File: config.mk
export PLATFORM = sky130hd
export DESIGN_NAME = system_clock_distribution
export DESIGN_NICKNAME = d
export VERILOG_FILES = /design/src/core/clock_dist_pkg.sv /design/src/core/system_clock_distribution.sv
export VERILOG_INCLUDE_DIRS = /design/src /design/src/core
export SDC_FILE = /design/constraint.sdc
export NUM_CORES = 1
export LEC_CHECK = 0
export BUFFER_PORTS_ARGS = -buffer_cell sky130_fd_sc_hd__buf_2
export CAP_MARGIN = 10
export CORE_MARGIN = 4
export CORE_UTILIZATION = 44
export CTS_CLUSTER_SIZE = 10
export DETAILED_ROUTE_END_ITERATION = 6
export GPL_TIMING_DRIVEN = 0
export PLACE_DENSITY_LB_ADDON = 0.3
export SLEW_MARGIN = 25
export SYNTH_ARGS = -nofsm -noshare
export SYNTH_HDL_FRONTEND = slang
export SYNTH_SLANG_ARGS = --single-unit
File: constraint.sdc
create_clock -name CLK_SYS -period 1.4 [get_ports CLK_SYS]
set_clock_uncertainty 0.05 [all_clocks]
set_input_delay 0.14 -clock CLK_SYS [delete_from_list [all_inputs] [get_ports CLK_SYS]]
set_output_delay 0.14 -clock CLK_SYS [all_outputs]
set_load 0.1 [all_outputs]
File: src/core/clock_dist_params.svh
`ifndef CLOCK_DIST_PARAMS_SVH
`define CLOCK_DIST_PARAMS_SVH

// system clock period
`define SYS_CLK_PERIOD_PS     4000
// core clock source divided by this to form the peripheral bus clock
`define BUS_CLK_DIVIDE        2
// timer external clock may run at most at bus clock / this
`define TIMER_EXT_MAX_RATIO   4
// nominal debug fast clock
`define DEBUG_CLK_NOMINAL_MHZ 8

// reset values of held selections and clocks
`define CORE_SEL_RST          2'h0
`define DAY_SEL_RST           2'h0
`define TIMER_SEL_RST         2'h0
`define ADC_SEL_RST           1'h0
`define WDOG_SEL_RST          1'h0
`define DISPLAY_SEL_RST       1'h0
`define CLK_LEVEL_RST         1'h0

`endif

File: src/core/clock_dist_pkg.sv
package clock_dist_pkg;

    typedef enum logic [1:0] {
        CORE_INT_REF = 2'h0,
        CORE_EXT_REF = 2'h1,
        CORE_FLL     = 2'h2
    } core_src_t;

    typedef enum logic [1:0] {
        DAY_INT_REF   = 2'h0,
        DAY_LOW_POWER = 2'h1,
        DAY_CRYSTAL   = 2'h2
    } day_src_t;

    typedef enum logic [1:0] {
        TIMER_BUS   = 2'h0,
        TIMER_FIXED = 2'h1,
        TIMER_EXT   = 2'h2
    } timer_src_t;

endpackage : clock_dist_pkg

File: src/core/system_clock_distribution.sv
// Contract
// - core source drives cpu clock; half of it forms the peripheral bus clock
// - all peripheral registers are clocked by the peripheral bus clock
// - core source picks internal reference, external reference or fll output
// - debug fast clock from the oscillator, valid only on reference modes
// - external reference clock offered as the alternate adc clock
// - internal reference clock offered as a day counter source
// - fixed clock synchronised to bus clock, selectable for the timers
// - independent low power oscillator selectable for day counter or watchdog
// - crystal clock selectable for day counter and display driver
// - day counter derived clock gated by its enable feeds display alternate
`timescale 1ns/1ps
`include "clock_dist_params.svh"

module system_clock_distribution (
    input  wire logic       CLK_SYS,         // system clock, 250 MHz
    input  wire logic       SYS_RST,         // async reset, active high
    input  wire logic       CE,              // clock enable, freezes all state
    input  wire logic       INT_REF_CLK,     // internal reference clock level
    input  wire logic       EXT_REF_CLK,     // external reference clock level
    input  wire logic       FLL_CLK,         // fll output level
    input  wire logic [1:0] CORE_SRC_SEL,    // core source control bits
    input  wire logic       DIG_OSC_CLK,     // digitally controlled oscillator
    input  wire logic       FIXED_RAW_CLK,   // raw fixed frequency clock
    input  wire logic       LOW_POWER_OSC,   // independent low power oscillator
    input  wire logic       CRYSTAL_OSC,     // crystal oscillator output
    input  wire logic       TIMER_EXT_IN,    // external timer clock pin
    input  wire logic       ADC_EN,          // adc enabled
    input  wire logic       ADC_SRC_SEL,     // 1: external reference clock
    input  wire logic       DAY_EN,          // day counter enabled
    input  wire logic [1:0] DAY_SRC_SEL,     // day counter source
    input  wire logic       DAY_CLK_OUT_EN,  // day counter derived clock enable
    input  wire logic       WDOG_EN,         // watchdog enabled
    input  wire logic       WDOG_SRC_SEL,    // 1: bus clock, 0: low power osc
    input  wire logic       TIMER_EN,        // timer units enabled
    input  wire logic [1:0] TIMER_SRC_SEL,   // timer source
    input  wire logic       DISPLAY_EN,      // display driver enabled
    input  wire logic       DISPLAY_SRC_SEL, // 1: day counter derived clock
    output logic            CPU_CLK,         // cpu clock
    output logic            BUS_CLK,         // peripheral bus clock
    output logic            REG_CLK_EN,      // pulse on each bus clock rise
    output logic            DEBUG_FAST_CLK,  // debug fast clock
    output logic            DEBUG_CLK_VALID, // debug clock usable
    output logic            ADC_ALT_CLK,     // adc conversion clock
    output logic            DAY_CLK,         // day counter clock
    output logic            DAY_OUT_CLK,     // day counter derived clock
    output logic            WDOG_CLK,        // watchdog clock
    output logic            TIMER_CLK,       // timer clock
    output logic            DISPLAY_CLK      // display driver clock
);

    function automatic logic pick3(input logic [1:0] sel, input logic a,
                                   input logic b, input logic c);
        logic r;
        r = a;
        case (sel)
            2'h1:    r = b;
            2'h2:    r = c;
            default: r = a;
        endcase
        return r;
    endfunction : pick3

    // held selections; core_sel follows CORE_SRC_SEL directly
    clock_dist_pkg::core_src_t  core_sel;
    clock_dist_pkg::day_src_t   day_sel_q,   day_sel_d;
    clock_dist_pkg::timer_src_t timer_sel_q, timer_sel_d;
    logic adc_sel_q,  adc_sel_d;
    logic wdog_sel_q, wdog_sel_d;
    logic disp_sel_q, disp_sel_d;

    // clock path state
    logic core_clk;
    logic core_rise;
    logic dbg_ok;
    logic core_prev_q, core_prev_d;
    logic cpu_q,       cpu_d;
    logic bus_q,       bus_d;
    logic regen_q,     regen_d;
    logic dbg_q,       dbg_d;
    logic dbgv_q,      dbgv_d;
    logic adc_q,       adc_d;
    logic ff_s1_q,     ff_s1_d;
    logic ff_s2_q,     ff_s2_d;
    logic fixed_freq_clock_q,     fixed_freq_clock_d;
    logic tx_s1_q,     tx_s1_d;
    logic tx_s2_q,     tx_s2_d;
    logic day_q,       day_d;
    logic dayout_q,    dayout_d;
    logic wdog_q,      wdog_d;
    logic timer_q,     timer_d;
    logic disp_q,      disp_d;

    assign core_sel = clock_dist_pkg::core_src_t'(CORE_SRC_SEL);

    // selections: a live change would glitch the module clock
    always_comb begin
        day_sel_d   = DAY_EN ? day_sel_q
                             : clock_dist_pkg::day_src_t'(DAY_SRC_SEL);
        timer_sel_d = TIMER_EN ? timer_sel_q
                               : clock_dist_pkg::timer_src_t'(TIMER_SRC_SEL);
        adc_sel_d   = ADC_EN ? adc_sel_q : ADC_SRC_SEL;
        wdog_sel_d  = WDOG_EN ? wdog_sel_q : WDOG_SRC_SEL;
        disp_sel_d  = DISPLAY_EN ? disp_sel_q : DISPLAY_SRC_SEL;
    end

    always_ff @(posedge CLK_SYS or posedge SYS_RST) begin
        if (SYS_RST) begin
            day_sel_q   <= clock_dist_pkg::day_src_t'(`DAY_SEL_RST);
            timer_sel_q <= clock_dist_pkg::timer_src_t'(`TIMER_SEL_RST);
            adc_sel_q   <= `ADC_SEL_RST;
            wdog_sel_q  <= `WDOG_SEL_RST;
            disp_sel_q  <= `DISPLAY_SEL_RST;
        end else if (CE) begin
            day_sel_q   <= day_sel_d;
            timer_sel_q <= timer_sel_d;
            adc_sel_q   <= adc_sel_d;
            wdog_sel_q  <= wdog_sel_d;
            disp_sel_q  <= disp_sel_d;
        end
    end

    // core source, bus divider and debug clock
    always_comb begin
        core_clk = pick3(core_sel, INT_REF_CLK, EXT_REF_CLK, FLL_CLK);
        core_rise = core_clk & ~core_prev_q;
        dbg_ok = (core_sel == clock_dist_pkg::CORE_INT_REF) ||
                 (core_sel == clock_dist_pkg::CORE_EXT_REF);
        core_prev_d = core_clk;
        cpu_d = core_clk;
        bus_d = core_rise ? ~bus_q : bus_q;
        // register strobe lands on the bus clock rising edge
        regen_d = core_rise & ~bus_q;
        dbgv_d = dbg_ok;
        dbg_d = DIG_OSC_CLK & dbg_ok;
    end

    always_ff @(posedge CLK_SYS or posedge SYS_RST) begin
        if (SYS_RST) begin
            core_prev_q <= `CLK_LEVEL_RST;
            cpu_q       <= `CLK_LEVEL_RST;
            bus_q       <= `CLK_LEVEL_RST;
            regen_q     <= 1'h0;
            dbgv_q      <= 1'h0;
            dbg_q       <= `CLK_LEVEL_RST;
        end else if (CE) begin
            core_prev_q <= core_prev_d;
            cpu_q       <= cpu_d;
            bus_q       <= bus_d;
            regen_q     <= regen_d;
            dbgv_q      <= dbgv_d;
            dbg_q       <= dbg_d;
        end
    end

    // peripheral clock routing
    always_comb begin
        adc_d = adc_sel_q ? EXT_REF_CLK : bus_q;
        ff_s1_d = FIXED_RAW_CLK;
        ff_s2_d = ff_s1_q;
        // fixed clock only moves on a bus edge, so it is bus synchronous
        fixed_freq_clock_d = regen_d ? ff_s2_q : fixed_freq_clock_q;
        // two-flop capture only resolves edges slower than bus / 4
        tx_s1_d = TIMER_EXT_IN;
        tx_s2_d = tx_s1_q;
        timer_d = pick3(timer_sel_q, bus_q, fixed_freq_clock_q, tx_s2_q);
        day_d = pick3(day_sel_q, INT_REF_CLK, LOW_POWER_OSC, CRYSTAL_OSC);
        wdog_d = wdog_sel_q ? bus_q : LOW_POWER_OSC;
        dayout_d = day_q & DAY_EN & DAY_CLK_OUT_EN;
        disp_d = disp_sel_q ? dayout_q : CRYSTAL_OSC;
    end

    always_ff @(posedge CLK_SYS or posedge SYS_RST) begin
        if (SYS_RST) begin
            adc_q    <= `CLK_LEVEL_RST;
            ff_s1_q  <= `CLK_LEVEL_RST;
            ff_s2_q  <= `CLK_LEVEL_RST;
            fixed_freq_clock_q  <= `CLK_LEVEL_RST;
            tx_s1_q  <= `CLK_LEVEL_RST;
            tx_s2_q  <= `CLK_LEVEL_RST;
            timer_q  <= `CLK_LEVEL_RST;
            day_q    <= `CLK_LEVEL_RST;
            wdog_q   <= `CLK_LEVEL_RST;
            dayout_q <= `CLK_LEVEL_RST;
            disp_q   <= `CLK_LEVEL_RST;
        end else if (CE) begin
            adc_q    <= adc_d;
            ff_s1_q  <= ff_s1_d;
            ff_s2_q  <= ff_s2_d;
            fixed_freq_clock_q  <= fixed_freq_clock_d;
            tx_s1_q  <= tx_s1_d;
            tx_s2_q  <= tx_s2_d;
            timer_q  <= timer_d;
            day_q    <= day_d;
            wdog_q   <= wdog_d;
            dayout_q <= dayout_d;
            disp_q   <= disp_d;
        end
    end

    assign CPU_CLK         = cpu_q;
    assign BUS_CLK         = bus_q;
    assign REG_CLK_EN      = regen_q;
    assign DEBUG_FAST_CLK  = dbg_q;
    assign DEBUG_CLK_VALID = dbgv_q;
    assign ADC_ALT_CLK     = adc_q;
    assign DAY_CLK         = day_q;
    assign DAY_OUT_CLK     = dayout_q;
    assign WDOG_CLK        = wdog_q;
    assign TIMER_CLK       = timer_q;
    assign DISPLAY_CLK     = disp_q;
endmodule : system_clock_distribution

==> key figures <==
Outcome
  • Outcome: finished with violations
  • Failing checks: negative setup slack

Clocking
  • CTS tree: built
  • H-tree depth: 1
  • Clock sink total: 23
  • Reg clk slew, reported paths: 0.11 ns
  • Maximum clock insertion buffer count: 2
  • Skew-Pair Late Insertion Delay: 0.30 ns
  • Cts bufs inserted: 3
  • CTS root buffer: clkbuf_4

Setup path
  • FF-to-FF Start: CPU_CLK
  • WP data arrival: 1.56 ns
  • CP Launch Type: flop
  • Critical path endpoint: fixed_freq_clock_q
  • CP top delay family: flip-flops
  • Worst path depth: 3
  • Flop-to-flop setup slack: -0.01 ns
  • CP peak stage delay: 0.50 ns
  • Reg-to-Reg End: fixed_freq_clock_q
  • Required @ worst endpoint: 1.55 ns
  • CP max stage cell: dfrtp_4
  • Crit Path Category: flop to flop
  • Worst path bufs/invs: 0
  • Crit-path max FO: 4
  • R2R cell count: 3
  • Crit path from: CPU_CLK
  • Critical Path, Cell by Cell: or2_1 -> a211oi_2 -> mux2_1
  • Crit. End Element: flop

Synth
  • Post-synthesis sequential area ratio: 0.532
  • EDFF count, synth: 0
  • Seq cells post-synth: 23
  • Top post-synthesis cells by area: dfrtp_1 53%, mux2_2 9.4%, ha_1 8.1%
  • Post-synthesis net count: 130
  • Top post-synthesis cells by count: 23 x dfrtp_1, 11 x inv_1, 9 x mux2_2, 8 x o21ai_0
  • Area leader, netlist: dfrtp_1
  • Top-count cell post-synth: dfrtp_1
  • Top-area cell type share of the netlist area: 0.532
  • Synth cell types: 22
  • Cell Area, Synth: 0.00108 mm^2
  • Mapped Avg Cell Area: 11.2 um^2
  • Ys flop type: dfrtp_1
  • FFs w/ async S/R, synth: 1.00
  • Yosys warnings: 0
  • Mapped Cells: 97

Power
  • Peak supply drop: 1.10 mV
  • Tot Pwr: 2.22 mW
  • PwrDens: 1570 mW/mm^2
  • Static leakage: 0.702 nW

Global routing
  • Number of global-route vias before repair: 858
  • Largest net degree at the start of global routing: 24
  • Grt ovf: 0
  • First-pass GRT wire length: 3820 um
  • Total track usage: 0.146
  • Initial antenna violation count: 0

Die
  • Row cnt: 17
  • Chip width: 57.6 um
  • I/O pin cnt: 37
  • Initial Util: 0.476
  • Core box area: 0.00228 mm^2
  • Die H: 57.6 um
  • Area of the die: 0.00332 mm^2

Drt
  • Drt first pass iters: 4
  • DR DRC count: 0
  • Drt wl/cell: 12.9 um
  • Drt total wl: 2230 um
  • Detailed Route Iter0 Violations: 10
  • Routed via count: 852
  • Via-to-Cell Ratio: 4.92
  • ANT nets after route: 0

Timing
  • Headroom to the max-slew limit: 0.455
  • Unrepaired setup endpoints after global routing: true
  • TNS Setup: -0.0117 ns
  • Actual slew at the worst max-slew pin: 0.817 ns
  • Endpoints failing hold: 0
  • Final WS setup: -0.0117 ns
  • Tmin final: 1.41 ns
  • Fin. max-slew vios: 0
  • Final period util: 1.01
  • Max Fclk: 0.708 GHz
  • Final setup viols: 1

Placed design
  • # placed instances: 161
  • Routability cong.: 0.724
  • Port Buffers: 36
  • Placed wire-length estimate: 1720 um

Cells and area
  • Area growth, synth to finish: 30.2%
  • Post-route insts no fill: 173
  • Nets: 179
  • Post-layout util: 0.619
  • Share of cells above drive strength 1: 0.372
  • Fillers: 198
  • # diodes: 0

Job
  • Max capacitance violation total: 0

Worst hold path
  • Hold crit path type: primary input to flop
[worst min-delay path by stage]
stage,startpoint,endpoint,depth (start not counted)
after floorplan,SYS_RST,ADC_ALT_CLK,1
after global placement,SYS_RST,DISPLAY_CLK,2
after detailed placement,SYS_RST,DISPLAY_CLK,2
after CTS,TIMER_EXT_IN,tx_s1_q,2
after global routing,DAY_SRC_SEL[0],day_sel_q[0],3
final,TIMER_EXT_IN,tx_s1_q,2
[final cells by class]
cell class | count | area (um^2) | share of cell area
flip-flops and latches | 23 | 583 | 0.414
multi-input cells | 61 | 457 | 0.324
repair buffers | 44 | 258 | 0.183
inverters | 11 | 41.3 | 0.0293
well taps | 28 | 35.0 | 0.0249
clock buffers | 4 | 26.3 | 0.0187
plain buffers | 2 | 8.76 | 0.00622
[registers in the layout, indices dropped and copies added (netlist names)]
signal              cells
tx_s1_q                 1
WDOG_CLK                1
disp_sel_q              1
REG_CLK_EN              1
timer_sel_q             2
DISPLAY_CLK             1
ff_s1_q                 1
wdog_sel_q              1
day_sel_q               2
DAY_CLK                 1
DEBUG_CLK_VALID         1
tx_s2_q                 1
DEBUG_FAST_CLK          1
CPU_CLK                 1
ADC_ALT_CLK             1
TIMER_CLK               1
DAY_OUT_CLK             1
BUS_CLK                 1
ff_s2_q                 1
fixed_freq_clock_q      1
adc_sel_q               1
[power by group]
group | total, mW | internal, mW | switching, mW
logic | 1.03 | 0.268 | 0.763
registers | 0.893 | 0.808 | 0.0846
clock network | 0.293 | 0.111 | 0.182
total | 2.22 | 1.19 | 1.03
[stage by stage]
stage               worst slack [ns]  area, um^2  hold slack, ns
detailed placement            -0.109        1310           0.291
global route                 -0.0652        1410         0.00737
finish                       -0.0117        1410         0.00666
floorplan                     -0.126        1090          0.0920
CTS                          -0.0242        1400         0.00134
global placement             -0.0801        1310           0.295
[cell usage in the layout (no fill, tap or decap), drive strengths merged, types with 2 or more instances in the layout]
cell	n
a22oi	3
o21ai	9
nor2b	5
dlygate4sd3	6
o22ai	2
ha	7
inv	11
nor2	5
mux2	10
mux2i	3
buf	38
dfrtp	23
a21oi	4
clkbuf	6
nand2	7
[logic make-up after synthesis]
| family | after synthesis | synth area share |
|---|---|---|
| flip-flops | 23 | 0.532 |
| XOR/XNOR | 1 | 0.00809 |
| AND/OR/NAND/NOR | 19 | 0.0821 |
| buffers and inverters | 13 | 0.0462 |
| multiplexers | 13 | 0.132 |
| adder cells (fa/ha/maj) | 7 | 0.0809 |
| AO/OA/AOI/OAI | 21 | 0.119 |
[routing by layer]
metal	global-route usage	vias up	share of wire
met4	0.0298	0	0.0045
met3	0.0452	3	0.066
met5	0	-	0
met1	0.186	401	0.43
met2	0.244	24	0.50
li1	-	424	-
[what timing repair did]
action | in CTS | in global routing
hold buffers | 5 | 1
setup buffers | 2 | 0
pin swaps | 0 | 0
endpoints found under the setup margin | 2 | 3
endpoints found under the hold margin | 27 | 1
gates resized for setup | 0 | 1
(Power assumes the default switching activity.)
